**src/fvs_pkg.sv**
```systemverilog
package fvs_pkg;
  // volatile status one bit positions, plus the config one BP source bit (CFG_BPSRC)
  localparam int unsigned BIT_LOCK  = 7;
  localparam int unsigned BIT_PERR  = 6;
  localparam int unsigned BIT_EERR  = 5;
  localparam int unsigned BP_HI     = 4;
  localparam int unsigned BP_LO     = 2;
  localparam int unsigned BIT_WEL   = 1;
  localparam int unsigned BIT_BUSY  = 0;
  localparam int unsigned CFG_BPSRC = 3;
  // command opcodes
  localparam logic [7:0] OP_WRITE_ENABLE_CMD   = 8'h06;
  localparam logic [7:0] OP_WRITE_DISABLE_CMD   = 8'h04;
  localparam logic [7:0] OP_CLEAR_STATUS_CMD_A = 8'h30;
  localparam logic [7:0] OP_CLEAR_STATUS_CMD_B = 8'h82;
  localparam logic [7:0] OP_READ_ANY_REGISTER_CMD   = 8'h65;
  localparam logic [7:0] OP_WRITE_ANY_REGISTER_CMD   = 8'h71;
  localparam logic [7:0] OP_WRR    = 8'h01;
  localparam logic [7:0] OP_STATUS_ONE_READ_CMD  = 8'h05;
  localparam logic [7:0] OP_STATUS_TWO_READ_CMD  = 8'h07;
  localparam logic [7:0] OP_ERASE_SUSPEND_CMD   = 8'h75;
  localparam logic [7:0] OP_PROGRAM_SUSPEND_CMD   = 8'h85;
  localparam logic [7:0] OP_RESET  = 8'hf0;
  localparam logic [7:0] OP_PP     = 8'h02;
  localparam logic [7:0] OP_SE     = 8'hd8;
  localparam logic [7:0] OP_BE     = 8'h60;
  localparam logic [7:0] OP_OTPP   = 8'h42;
  localparam logic [2:0] BP_CLEAR  = 3'h0;
  typedef enum logic [1:0] {FVS_NONE, FVS_PROG, FVS_ERASE, FVS_WRITE} fvs_op_t;
  typedef enum {FVS_IDLE, FVS_RUN, FVS_STUCK} fvs_state_t;
endpackage

```
**src/fvs_cmd_if.sv**
```systemverilog
`timescale 1ns/1ps
interface fvs_cmd_if;
  logic       valid;
  logic [7:0] opcode;
  logic       busy;
  logic       write_enable_latch;
  logic       accept;
  modport dec (input valid, opcode, busy, write_enable_latch, output accept);
  modport top (output valid, opcode, busy, write_enable_latch, input accept);
endinterface

```
**src/fvs_cmd_gate.sv**
```systemverilog
`timescale 1ns/1ps
module fvs_cmd_gate
  import fvs_pkg::*;
(
  fvs_cmd_if.dec cmd
);
  function automatic logic busy_ok(input logic [7:0] op);
    busy_ok = (op == OP_STATUS_ONE_READ_CMD) || (op == OP_STATUS_TWO_READ_CMD) || (op == OP_READ_ANY_REGISTER_CMD) ||
              (op == OP_ERASE_SUSPEND_CMD) || (op == OP_PROGRAM_SUSPEND_CMD) || (op == OP_CLEAR_STATUS_CMD_A) ||
              (op == OP_CLEAR_STATUS_CMD_B) || (op == OP_RESET);
  endfunction
  function automatic logic needs_wel(input logic [7:0] op);
    needs_wel = (op == OP_WRR) || (op == OP_WRITE_ANY_REGISTER_CMD) || (op == OP_PP) ||
                (op == OP_SE) || (op == OP_BE) || (op == OP_OTPP);
  endfunction
  always_comb begin
    cmd.accept = cmd.valid;
    if (cmd.busy && !busy_ok(cmd.opcode)) begin
      cmd.accept = 1'b0;
    end
    if (needs_wel(cmd.opcode) && !cmd.write_enable_latch) begin
      cmd.accept = 1'b0;
    end
  end
endmodule

```
**src/fvs_status_one.sv**
```systemverilog
`timescale 1ns/1ps
module fvs_status_one
  import fvs_pkg::*;
(
  input  wire logic       CLOCK,
  input  wire logic       NRST,
  input  wire logic       SOFT_RESET,
  input  wire logic       CMD_VALID,
  input  wire logic [7:0] CMD_OPCODE,
  input  wire logic       CMD_TARGET_SR1,
  input  wire logic       CMD_TARGET_CR1,
  input  wire logic [7:0] CMD_DATA,
  input  wire logic       TARGET_PROTECTED,
  input  wire logic       TARGET_OTP_LOCKED,
  input  wire logic       WP_N,
  input  wire logic [7:0] NONVOLATILE_STATUS_ONE,
  input  wire logic [7:0] NONVOLATILE_CONFIG_ONE,
  input  wire logic       OP_DONE,
  input  wire logic       OP_FAIL,
  output logic [7:0]      VOLATILE_STATUS_ONE,
  output logic            CMD_ACCEPTED,
  output logic            START_PROG,
  output logic            START_ERASE,
  output logic            START_CHIP_ERASE,
  output logic            START_WRITE,
  output logic            NV_BP_WRITE,
  output logic [2:0]      NV_BP_DATA,
  output logic            SUSPEND_PROG,
  output logic            SUSPEND_ERASE
);
  fvs_cmd_if  cmd ();
  fvs_state_t state;
  fvs_op_t    op_kind;
  logic       chip_erase;
  logic       perr;
  logic       eerr;
  logic [2:0] bp_vol;
  logic       write_enable_latch;
  logic       defaults_pending;
  logic       bp_src_vol;
  logic [2:0] bp_active;
  logic       busy;
  logic       acc;
  logic       is_prog;
  logic       is_erase;
  logic       is_clear_status_cmd;
  logic       wr_lock;
  logic       wr_reg;
  logic       bad_prog;
  logic       bad_erase;
  logic       refused_be;

  assign cmd.valid  = CMD_VALID;
  assign cmd.opcode = CMD_OPCODE;
  assign cmd.busy   = busy;
  assign cmd.write_enable_latch    = write_enable_latch;

  fvs_cmd_gate u_gate (
    .cmd (cmd)
  );

  assign busy       = (state != FVS_IDLE);
  assign acc        = cmd.accept;
  assign bp_src_vol = NONVOLATILE_CONFIG_ONE[CFG_BPSRC];
  assign bp_active  = bp_src_vol ? bp_vol : NONVOLATILE_STATUS_ONE[BP_HI:BP_LO];
  assign is_prog    = (CMD_OPCODE == OP_PP) || (CMD_OPCODE == OP_OTPP);
  assign is_erase   = (CMD_OPCODE == OP_SE) || (CMD_OPCODE == OP_BE);
  assign is_clear_status_cmd    = (CMD_OPCODE == OP_CLEAR_STATUS_CMD_A) || (CMD_OPCODE == OP_CLEAR_STATUS_CMD_B);
  assign wr_lock    = NONVOLATILE_STATUS_ONE[BIT_LOCK] && !WP_N;
  assign wr_reg     = acc && ((CMD_OPCODE == OP_WRR) ||
                      ((CMD_OPCODE == OP_WRITE_ANY_REGISTER_CMD) && (CMD_TARGET_SR1 || CMD_TARGET_CR1)))
                      && !wr_lock;
  // protection lookup is outside; the caller flags a protected target
  assign bad_prog   = acc && is_prog &&
                      (TARGET_PROTECTED || (CMD_OPCODE == OP_OTPP && TARGET_OTP_LOCKED));
  assign bad_erase  = acc && (CMD_OPCODE == OP_SE) && TARGET_PROTECTED;
  assign refused_be = acc && (CMD_OPCODE == OP_BE) && (bp_active != BP_CLEAR);

  // operation sequencing
  always_ff @(posedge CLOCK or negedge NRST) begin
    if (!NRST) begin
      state      <= FVS_IDLE;
      op_kind    <= FVS_NONE;
      chip_erase <= 1'b0;
    end else if (SOFT_RESET || defaults_pending) begin
      state      <= FVS_IDLE;
      op_kind    <= FVS_NONE;
      chip_erase <= 1'b0;
      if (defaults_pending && NONVOLATILE_STATUS_ONE[BIT_BUSY]) begin
        state <= FVS_RUN;
      end
    end else begin
      case (state)
        FVS_IDLE: begin
          if (bad_prog || bad_erase) begin
            state <= FVS_STUCK;
          end else if (acc && is_prog) begin
            state   <= FVS_RUN;
            op_kind <= FVS_PROG;
          end else if (acc && is_erase && !refused_be) begin
            state      <= FVS_RUN;
            op_kind    <= FVS_ERASE;
            chip_erase <= (CMD_OPCODE == OP_BE);
          end else if (wr_reg) begin
            state   <= FVS_RUN;
            op_kind <= FVS_WRITE;
          end
        end
        FVS_RUN: begin
          if (OP_DONE) begin
            op_kind <= FVS_NONE;
            if (OP_FAIL && !(op_kind == FVS_WRITE)) begin
              state <= FVS_STUCK;
            end else begin
              state <= FVS_IDLE;
            end
          end
        end
        FVS_STUCK: begin
          if (acc && is_clear_status_cmd) begin
            state <= FVS_IDLE;
          end
        end
        default: state <= FVS_IDLE;
      endcase
    end
  end

  // error flags: hardware sets win over clear-status in the same cycle
  always_ff @(posedge CLOCK or negedge NRST) begin
    if (!NRST) begin
      perr <= 1'b0;
      eerr <= 1'b0;
    end else if (SOFT_RESET || defaults_pending) begin
      perr <= NONVOLATILE_STATUS_ONE[BIT_PERR];
      eerr <= NONVOLATILE_STATUS_ONE[BIT_EERR];
    end else begin
      if (acc && is_clear_status_cmd) begin
        perr <= 1'b0;
        eerr <= 1'b0;
      end
      if (bad_prog || (state == FVS_RUN && OP_DONE && OP_FAIL && op_kind == FVS_PROG)) begin
        perr <= 1'b1;
      end
      // chip erase skips protected sectors silently
      if (bad_erase || (state == FVS_RUN && OP_DONE && OP_FAIL &&
                        op_kind == FVS_ERASE && !chip_erase)) begin
        eerr <= 1'b1;
      end
      // register writes never reach perr/eerr
    end
  end

  // volatile protect bits
  always_ff @(posedge CLOCK or negedge NRST) begin
    if (!NRST) begin
      bp_vol <= BP_CLEAR;
    end else if (SOFT_RESET || defaults_pending) begin
      bp_vol <= NONVOLATILE_STATUS_ONE[BP_HI:BP_LO];
    end else if (state == FVS_IDLE && wr_reg && CMD_TARGET_SR1 && bp_src_vol) begin
      bp_vol <= CMD_DATA[BP_HI:BP_LO];
    end else if (!bp_src_vol) begin
      bp_vol <= NONVOLATILE_STATUS_ONE[BP_HI:BP_LO];
    end
  end

  // write enable latch
  always_ff @(posedge CLOCK or negedge NRST) begin
    if (!NRST) begin
      write_enable_latch              <= 1'b0;
      defaults_pending <= 1'b1;
    end else if (SOFT_RESET || defaults_pending) begin
      write_enable_latch              <= 1'b0;
      defaults_pending <= 1'b0;
    end else if (acc && CMD_OPCODE == OP_WRITE_ENABLE_CMD) begin
      write_enable_latch <= 1'b1;
    end else if (acc && CMD_OPCODE == OP_WRITE_DISABLE_CMD) begin
      write_enable_latch <= 1'b0;
    end else if (state == FVS_RUN && OP_DONE && !OP_FAIL) begin
      write_enable_latch <= 1'b0;
    end
  end

  // registered outputs
  always_ff @(posedge CLOCK or negedge NRST) begin
    if (!NRST) begin
      VOLATILE_STATUS_ONE <= 8'h00;
      CMD_ACCEPTED        <= 1'b0;
      START_PROG          <= 1'b0;
      START_ERASE         <= 1'b0;
      START_CHIP_ERASE    <= 1'b0;
      START_WRITE         <= 1'b0;
      NV_BP_WRITE         <= 1'b0;
      NV_BP_DATA          <= BP_CLEAR;
      SUSPEND_PROG        <= 1'b0;
      SUSPEND_ERASE       <= 1'b0;
    end else begin
      VOLATILE_STATUS_ONE[BIT_LOCK]    <= NONVOLATILE_STATUS_ONE[BIT_LOCK];
      VOLATILE_STATUS_ONE[BIT_PERR]    <= perr;
      VOLATILE_STATUS_ONE[BIT_EERR]    <= eerr;
      VOLATILE_STATUS_ONE[BP_HI:BP_LO] <= bp_vol;
      VOLATILE_STATUS_ONE[BIT_WEL]     <= write_enable_latch;
      VOLATILE_STATUS_ONE[BIT_BUSY]    <= busy;
      CMD_ACCEPTED     <= acc && !defaults_pending;
      START_PROG       <= state == FVS_IDLE && acc && is_prog && !bad_prog;
      START_ERASE      <= state == FVS_IDLE && acc && CMD_OPCODE == OP_SE && !bad_erase;
      START_CHIP_ERASE <= state == FVS_IDLE && acc && CMD_OPCODE == OP_BE && !refused_be;
      START_WRITE      <= state == FVS_IDLE && wr_reg;
      NV_BP_WRITE      <= state == FVS_IDLE && wr_reg && CMD_TARGET_SR1 && !bp_src_vol;
      NV_BP_DATA       <= CMD_DATA[BP_HI:BP_LO];
      SUSPEND_PROG     <= acc && CMD_OPCODE == OP_PROGRAM_SUSPEND_CMD &&
                          state == FVS_RUN && op_kind == FVS_PROG;
      SUSPEND_ERASE    <= acc && CMD_OPCODE == OP_ERASE_SUSPEND_CMD &&
                          state == FVS_RUN && op_kind == FVS_ERASE;
    end
  end
endmodule

```
**config.mk**
```make
export PLATFORM = sky130hd
export DESIGN_NAME = fvs_status_one
export DESIGN_NICKNAME = d
export VERILOG_FILES = /design/src/fvs_pkg.sv /design/src/fvs_cmd_if.sv /design/src/fvs_cmd_gate.sv /design/src/fvs_status_one.sv
export SDC_FILE = /design/constraint.sdc
export NUM_CORES = 1
export LEC_CHECK = 0
export ABC_AREA = 1
export BUFFER_PORTS_ARGS = -buffer_cell sky130_fd_sc_hd__buf_2
export CORE_ASPECT_RATIO = 1.25
export CORE_MARGIN = 2
export CORE_UTILIZATION = 44
export DETAILED_ROUTE_END_ITERATION = 10
export PLACE_DENSITY = 0.85
export SLEW_MARGIN = 30
export SYNTH_ARGS = -nofsm -noshare
export SYNTH_HDL_FRONTEND = slang
export SYNTH_SLANG_ARGS = --single-unit
```
**constraint.sdc**
```tcl
create_clock -name CLOCK -period 1.5 [get_ports CLOCK]
set_input_delay 0.3 -clock CLOCK [delete_from_list [all_inputs] [get_ports CLOCK]]
set_output_delay 0.3 -clock CLOCK [all_outputs]
set_load 0.005 [all_outputs]
```
==> results.toml, run 1 <==
[status]
status = "complete, but fails checks"
violations = "setup timing"

[clock_network]
cts_tree = "yes"
path_clk_slew_ps = 60
cts_sinks = 31
clockBufferDepth = 2
cts-buffers-inserted = 5
h-tree-depth = 2
clock_latency_ps = 290
cts_root_buf = "clkbuf_8"

[sta]
fin_skew_ps = 4.21
drv_slew = 0
slew_headroom = 0.571
fin_ws_ps = -91.2
rsz0062_at_grt = "yes"
setup_viol = 6
clock.fmax_mhz = 628
hold_viol_final = 0
fin_crit_ps = 1590
tightest_slew_ps = 643
period_share = 1.06

[synth]
synth-edff-count = 0
postSynthAreaPerCell_um2 = 7.54
yosysUniqueCellTypes = 29
synthArstFlopShare = 1.00
synth.most_common_cell = "nand2_1"
ys.warnings.count = 0
ys.flop_type = "dfrtp_1"
synthCells = 228
synthTopCellsByArea = "dfrtp_1 (44%), nand2_1 (14%), nand3_1 (6.4%), nor2_1 (6.1%), inv_1 (5.2%)"
synth_common_cells = "nand2_1 (64), dfrtp_1 (30), nor2_1 (28)"
synth_largest_area_cell = "dfrtp_1"
synth-seq-area-share = 0.452
syn_nets = 271
yosysTopAreaCellShare = 0.437
ys_ff_latch = 31
synthesis.area_um2 = 1720

[detailed_routing]
routed_wl_um = 4120
wl_per_cell_um = 11.6
ant_nets = 0
drtPass1Iterations = 4
via_per_inst = 4.89
drc = 0
via_count = 1741
first_iter_violations = 84

[critical_path]
required_ps = 1680
worstPathArrival_ps = 1770
cp-startpoint = "state[1]$_DFFE_PN0P_"
r2r-start = "state[1]$_DFFE_PN0P_"
worstRegToRegCells = 12
critical_path_class = "reg2reg"
worst_setup_path_end_kind = "flop"
timing.critical_path.to = "op_kind[0]$_DFFE_PN0P_"
worst-r2r-setup-slack_ps = -90
r2r-end = "op_kind[0]$_DFFE_PN0P_"
startpoint_type = "flop"
critPathMaxFanout = 7

[die]
fp.dieW_um = 59.9
rows = 25
num_io_pins = 62
core_um2 = 3750
initial_utilization = 0.458
die_h_um = 73.9
die_area_um2 = 4430

[layout]
area_delta_synth_final_pct = 44.7
drive_above_1_share = 0.446
nets = 358
multi_input_area_um2 = 931
num_antenna_cells = 0
fillCellCount = 296
seqCellArea_um2 = 777
fin_cells = 356
post-route-util = 0.663

[hold_path]
worstHoldPathType = "in2async"

[pwr]
powerDensity_nw_per_um2 = 779
design_power_total_mw = 1.94
combPwrFrac = 0.215
power_frac_seq = 0.467
p_leak_nw = 1.38
p_sw_mw = 0.546
p_clk_frac = 0.318
ir_drop_mv = 0.432
internal_power_mw = 1.39
swShare = 0.282

[global_routing]
antenna_found_initial = 0
grt_pass1_wl_um = 6740
grt_pass1_vias = 1618
grtUsageTotal = 0.205
grt-ovfl-total = 0
grt_max_degree = 32

[place]
hpwl_um = 3170
port-buffer-count = 48
placedCellCount = 343
gp_congestion = 0.937

[flow_run]
maxCapViolCount = 0
-- layout by cell type, fill, tap and decap left out, drive strengths merged, types with 3 or more instances in the layout --
master   n
buf     82
clkbuf   7
dfrtp   30
inv     33
mux2i    3
nand2   72
nand3   26
nand4    4
nor2    35
nor3     6
o21ai    7
-- cell families (layout without fill, tap and decap cells) --
logic type,Yosys count,in the layout,synth area share
other cells,1,1,0.00218
compound gates,12,12,0.0451
simple gates,146,146,0.406
flops,31,31,0.452
buf+inv,35,123,0.0771
mux,3,3,0.0175
-- critical path, stage by stage, from the launching register on --
cell,delay (ps)
dfrtp_1,390
nor2_2,140
inv_2,70
nand2_2,60
nor2_2,30
nand2_2,100
nand2_4,80
nor2_8,150
o21ai_4,90
a21oi_2,170
nand2_1,90
nand2_1,60
nand2_1,50
-- registers in the layout (all words and copies together), names as in the netlist, 2 cells and up --
register	flops
op_kind	2
VOLATILE_STATUS_ONE	8
bp_vol	3
state	2
NV_BP_DATA	3
-- how the worst min path moves through the flow --
stage               start                                to  slack (ps)  cells past startpoint
floorplan            NRST            CMD_ACCEPTED$_DFF_PN0_           4                      0
global placement     NRST           NV_BP_DATA[2]$_DFF_PN0_         360                      1
detailed placement   NRST  VOLATILE_STATUS_ONE[3]$_DFF_PN0_         360                      1
CTS                  NRST               bp_vol[1]$_DFF_PN0_          60                      1
global route         NRST               bp_vol[1]$_DFF_PN0_          90                      1
finish               NRST               bp_vol[1]$_DFF_PN0_          30                      1
-- cell type report --
cell class | instances | area share
clock inverter | 1 | 0.00201
inverter | 33 | 0.0614
sequential | 31 | 0.312
clock buffer | 7 | 0.0307
timing repair buffer | 82 | 0.199
tap | 40 | 0.0201
multi-input combinational | 162 | 0.374
-- layer usage --
metal	part of all wire	wire length, µm	track usage	up-vias
li1	-	-	-	896
met2	0.52	2150	0.354	48
met4	0.026	106	0.0988	0
met3	0.043	178	0.0493	9
met5	0	0	0	-
met1	0.41	1680	0.232	788
-- power groups by stage --
| stage | registers (mW) | logic [mW] | clock network (mW) |
|---|---|---|---|
| global route | 0.911 | 0.463 | 0.665 |
| floorplan | 0.920 | 0.188 | 0 |
| detailed placement | 0.918 | 0.379 | 0 |
| CTS | 0.904 | 0.390 | 0.626 |
| finish | 0.905 | 0.416 | 0.616 |
| global placement | 0.917 | 0.373 | 0 |
-- what timing repair did --
item,CTS,global route
hold buffers,0,0
gates cloned,0,0
setup buffers,1,4
pin swaps,8,6
setup endpoints to repair,12,14
gates resized for setup,4,16
hold endpoints to repair,0,0
-- through the flow --
stage               area (µm²)  hold WS, ps  setup TNS (ps)  worst slack, ps
finish                    2490         33.3            -304            -91.2
global route              2490         89.3           -1710             -201
CTS                       2390         59.5            -270            -79.6
global placement          2300          359           -4050             -329
floorplan                 1800         4.41           -41.1            -21.2
detailed placement        2300          363           -4260             -345
(Power assumes the default switching activity.)
==> run 2, diff against run 1 <==
--- a/config.mk
+++ b/config.mk
@@ -12,6 +12,7 @@
 export CORE_UTILIZATION = 44
 export DETAILED_ROUTE_END_ITERATION = 10
 export PLACE_DENSITY = 0.85
+export RECOVER_POWER = 100
 export SLEW_MARGIN = 30
 export SYNTH_ARGS = -nofsm -noshare
 export SYNTH_HDL_FRONTEND = slang
==> run 2 against run 1 <==
Fmax did not move. Clock skew did not move. The flow still finishes with violations (setup timing). Non-clock buffer count did not move. Sequential power barely moved. Core utilization barely moved.
==> results.toml, run 2 (synthesis gave the netlist of run 1 again) <==
[status]
status = "complete, but fails checks"
violations = "setup timing"

[die]
initial_utilization = 0.458
fp.dieW_um = 59.9
num_io_pins = 62
die_area_um2 = 4430
rows = 25
die_h_um = 73.9
core_um2 = 3750

[detailed_routing]
drc = 0
via_count = 1741
drtPass1Iterations = 4
first_iter_violations = 73
routed_wl_um = 4120
wl_per_cell_um = 11.6
via_per_inst = 4.89
ant_nets = 0

[global_routing]
grtUsageTotal = 0.205
grt-ovfl-total = 0
grt_pass1_vias = 1618
antenna_found_initial = 0
grt_pass1_wl_um = 6740
grt_max_degree = 32

[hold_path]
worstHoldPathType = "in2async"

[place]
port-buffer-count = 48
pre_cts_slack_ps = -345
placedCellCount = 343
hpwl_um = 3170
gp_congestion = 0.937

[sta]
fin_ws_ps = -91.2
slew_headroom = 0.519
setup_viol = 6
drv_slew = 0
fin_skew_ps = 4.21
period_share = 1.06
fin_crit_ps = 1590
hold_viol_final = 0
clock.fmax_mhz = 628
tightest_slew_ps = 721
rsz0062_at_grt = "yes"
setup_tns_ps = -304

[clock_network]
ctsHoldBuffers = 0
cts-buffers-inserted = 5
clockBufferDepth = 2
h-tree-depth = 2
path_clk_slew_ps = 60
cts_root_buf = "clkbuf_8"
cts_sinks = 31
cts_tree = "yes"
clock_latency_ps = 290

[layout]
final_cell_mix = "nand2_1 (58), buf_2 (46), buf_4 (34)"
fin_cells = 356
regMostFlops = "VOLATILE_STATUS_ONE"
largest_reg_flops = 8
drive_above_1_share = 0.443
nets = 358
top_regs = "VOLATILE_STATUS_ONE x8, NV_BP_DATA x3, bp_vol x3"
mostFrequentLayoutCell = "nand2_1"
area_delta_synth_final_pct = 44.6
fillCellCount = 297
num_antenna_cells = 0

[critical_path]
critPathMaxFanout = 7
worstPathArrival_ps = 1770
startpoint_type = "flop"
required_ps = 1680
worst_setup_path_end_kind = "flop"
critical_path_class = "reg2reg"

[pwr]
internal_power_mw = 1.39
p_sw_mw = 0.546
power_frac_seq = 0.467
combPwrFrac = 0.215
swShare = 0.282
ir_drop_mv = 0.432
p_clk_frac = 0.318
p_leak_nw = 1.38
powerDensity_nw_per_um2 = 779

[flow_run]
maxCapViolCount = 0
run 2: cell count changes in the layout (fill, tap and decap cells not counted), sizes merged:
cell,previous run,this run
buf,82,80
clkbuf,7,9
run 2: path summary, 6_finish.rpt:
check                                           from                          endpoint  slack (ps)  cells past startpoint
min in group CLOCK         NONVOLATILE_STATUS_ONE[7]  VOLATILE_STATUS_ONE[7]$_DFF_PN0_         130                      1
hold reg to reg                  bp_vol[2]$_DFF_PN0_  VOLATILE_STATUS_ONE[4]$_DFF_PN0_         380                      0
hold / removal                                  NRST               bp_vol[1]$_DFF_PN0_          60                      1
max in group asynchronous                       NRST            CMD_ACCEPTED$_DFF_PN0_         980                      1
setup / recovery                state[1]$_DFFE_PN0P_            op_kind[0]$_DFFE_PN0P_         -90                     12
setup reg to reg                state[1]$_DFFE_PN0P_            op_kind[0]$_DFFE_PN0P_         -90                     12
run 2: area by class of cell:
| class | count | area [µm²] | area share |
|---|---|---|---|
| clock buffers | 7 | 76.3 | 0.0307 |
| clock inverters | 1 | 5.00 | 0.00201 |
| inverters | 33 | 153 | 0.0614 |
| multi-input cells | 162 | 931 | 0.374 |
| flip-flops and latches | 31 | 777 | 0.313 |
| well taps | 40 | 50.0 | 0.0201 |
| repair buffers | 82 | 494 | 0.199 |
run 2: critical path, stage by stage, from the launching register on:
cell,delay [ps]
dfrtp_1,390
nor2_2,140
inv_2,70
nand2_2,60
nor2_2,30
nand2_2,100
nand2_4,80
nor2_8,150
o21ai_4,90
a21oi_2,170
nand2_1,90
nand2_1,60
nand2_1,50
run 2: what timing repair did:
item,in CTS,in global routing
buffers inserted,1,4
endpoints found under the setup margin,12,14
pin swaps,8,6
gates resized for setup,4,16
run 2: through the flow:
stage          power [mW]  area (µm²)  hold slack [ps]  utilization
5_1_grt              2.04        2490              120        0.662
3_5_place_dp         1.30        2300              363        0.612
3_3_place_gp         1.29        2300              359        0.612
2_1_floorplan        1.11        1800             4.41            -
6_report             1.94        2490             57.3        0.662
4_1_cts              1.92        2390             59.5        0.638
run 2: power groups by stage:
stage	clock network [mW]	registers, mW	logic (mW)
after floorplan	0	0.920	0.188
after global placement	0	0.917	0.373
after detailed placement	0	0.918	0.379
after CTS	0.626	0.904	0.390
after global routing	0.665	0.911	0.462
final	0.616	0.905	0.416
run 2: routing by layer:
metal / track usage / up-vias / wire (µm)
li1: - / 896 / -
met1: 0.232 / 788 / 1680
met2: 0.354 / 48 / 2150
met3: 0.0493 / 9 / 178
met4: 0.0988 / 0 / 106
met5: 0 / - / 0
==> run 3, diff against run 2 <==
--- a/config.mk
+++ b/config.mk
@@ -13,6 +13,7 @@
 export DETAILED_ROUTE_END_ITERATION = 10
 export PLACE_DENSITY = 0.85
 export RECOVER_POWER = 100
+export REMOVE_ABC_BUFFERS = 1
 export SLEW_MARGIN = 30
 export SYNTH_ARGS = -nofsm -noshare
 export SYNTH_HDL_FRONTEND = slang
==> run 3 against run 2 <==
The flow still finishes with violations (setup timing). Global-route usage is 0.76 points higher. Clock power up 7.6%. Fmax fell by 6.8%. Critical path depth decreased by 1. Final cell count up 2.0%. Via count grew 6.3%. Wire length grew 13%. Highest routed layer unchanged.
==> results.toml, run 3 (synthesis gave the netlist of run 1 again) <==
[global_routing]
grt_pass1_wl_um = 7060
grt_pass1_vias = 1743
grtUsageTotal = 0.213
grt_max_degree = 32
antenna_found_initial = 0
grt-ovfl-total = 0

[place]
port-buffer-count = 48
gp_congestion = 0.922
hpwl_um = 3220
pre_cts_slack_ps = -337
placedCellCount = 345

[detailed_routing]
ant_nets = 0
via_per_inst = 5.10
drc = 0
routed_wl_um = 4630
wl_per_cell_um = 12.8
via_count = 1850
drtPass1Iterations = 4
first_iter_violations = 65

[sta]
period_share = 1.14
tightest_slew_ps = 733
holdWs_ps = 132
fin_crit_ps = 1710
hold_viol_final = 0
slew_headroom = 0.511
setup_tns_ps = -1750
clock.fmax_mhz = 586
fin_ws_ps = -206
fin_skew_ps = 7.12
rsz0062_at_grt = "yes"
drv_slew = 0
setup_viol = 14

[die]
initial_utilization = 0.458
die_h_um = 73.9
core_um2 = 3750
rows = 25
die_area_um2 = 4430
fp.dieW_um = 59.9
num_io_pins = 62

[clock_network]
ctsHoldBuffers = 0
cts_tree = "yes"
cts-buffers-inserted = 5
cts_root_buf = "clkbuf_8"
h-tree-depth = 2
clockBufferDepth = 2
path_clk_slew_ps = 60
cts_sinks = 31
clock_latency_ps = 290

[pwr]
powerDensity_nw_per_um2 = 798
p_leak_nw = 1.41
ir_drop_mv = 0.388
design_power_total_mw = 2.01

[layout]
num_antenna_cells = 0
regMostFlops = "VOLATILE_STATUS_ONE"
area_delta_synth_final_pct = 46.4
mostFrequentLayoutCell = "nand2_1"
drive_above_1_share = 0.440
fin_cells = 363
final_cell_mix = "nand2_1 (62), buf_2 (45), buf_4 (37)"
largest_reg_flops = 8
top_regs = "VOLATILE_STATUS_ONE x8, NV_BP_DATA x3, bp_vol x3"
nets = 365

[critical_path]
worst_setup_path_end_kind = "flop"
worstPathArrival_ps = 1880
critical_path_class = "reg2reg"
critPathMaxFanout = 8
startpoint_type = "flop"
required_ps = 1670

[hold_path]
worstHoldPathType = "in2reg"

[flow_run]
maxCapViolCount = 0

[status]
violations = "setup timing"
status = "complete, but fails checks"
[run 3: layout make-up]
cell class / instances / area [µm²]
repair buffers: 89 / 553
clock inverters: 1 / 5.00
multi-input cells: 162 / 922
clock buffers: 7 / 86.3
inverters: 33 / 124
well taps: 40 / 50.0
fillers: 302 / 1240
flip-flops and latches: 31 / 777
[run 3: final timing paths]
check | startpoint | endpoint | slack (ps) | depth (start not counted)
setup / recovery | state[0]$_DFFE_PN0P_ | chip_erase$_DFFE_PN0P_ | -210 | 11
hold / removal | CMD_DATA[3] | NV_BP_DATA[1]$_DFF_PN0_ | 130 | 1
setup reg to reg | state[0]$_DFFE_PN0P_ | chip_erase$_DFFE_PN0P_ | -210 | 11
hold reg to reg | bp_vol[1]$_DFF_PN0_ | VOLATILE_STATUS_ONE[3]$_DFF_PN0_ | 380 | 0
max in group asynchronous | NRST | CMD_ACCEPTED$_DFF_PN0_ | 880 | 2
min in group asynchronous | NRST | VOLATILE_STATUS_ONE[2]$_DFF_PN0_ | 150 | 2
[run 3: through the flow]
stage | cell area [µm²] | util
2_1_floorplan | 1710 | -
3_3_place_gp | 2230 | 0.595
3_5_place_dp | 2230 | 0.595
4_1_cts | 2400 | 0.641
5_1_grt | 2520 | 0.671
6_report | 2520 | 0.671
[run 3: layer usage]
layer,share of wire,track usage,vias up
met5,0,0,-
met4,0.055,0.136,0
met3,0.049,0.0440,21
met2,0.51,0.365,64
met1,0.39,0.233,861
li1,-,-,904
[run 3: report_power, final]
part | internal (mW) | switching, mW
logic | 0.199 | 0.242
registers | 0.884 | 0.0202
clock network | 0.369 | 0.294
[run 3: critical path, stage by stage (launching register included)]
cell	delay, ps
dfrtp_1	390
nor2_2	160
inv_2	70
nand2_2	60
nor2_2	40
nand2_2	100
buf_4	130
nand3_4	160
nor2_4	160
nand3_2	110
o21ai_2	180
nor2_1	50
[run 3: timing repair]
item,CTS,global route
endpoints found under the setup margin,12,17
gates cloned,0,0
resized for setup,11,19
pin swaps,1,14
setup buffers,5,5
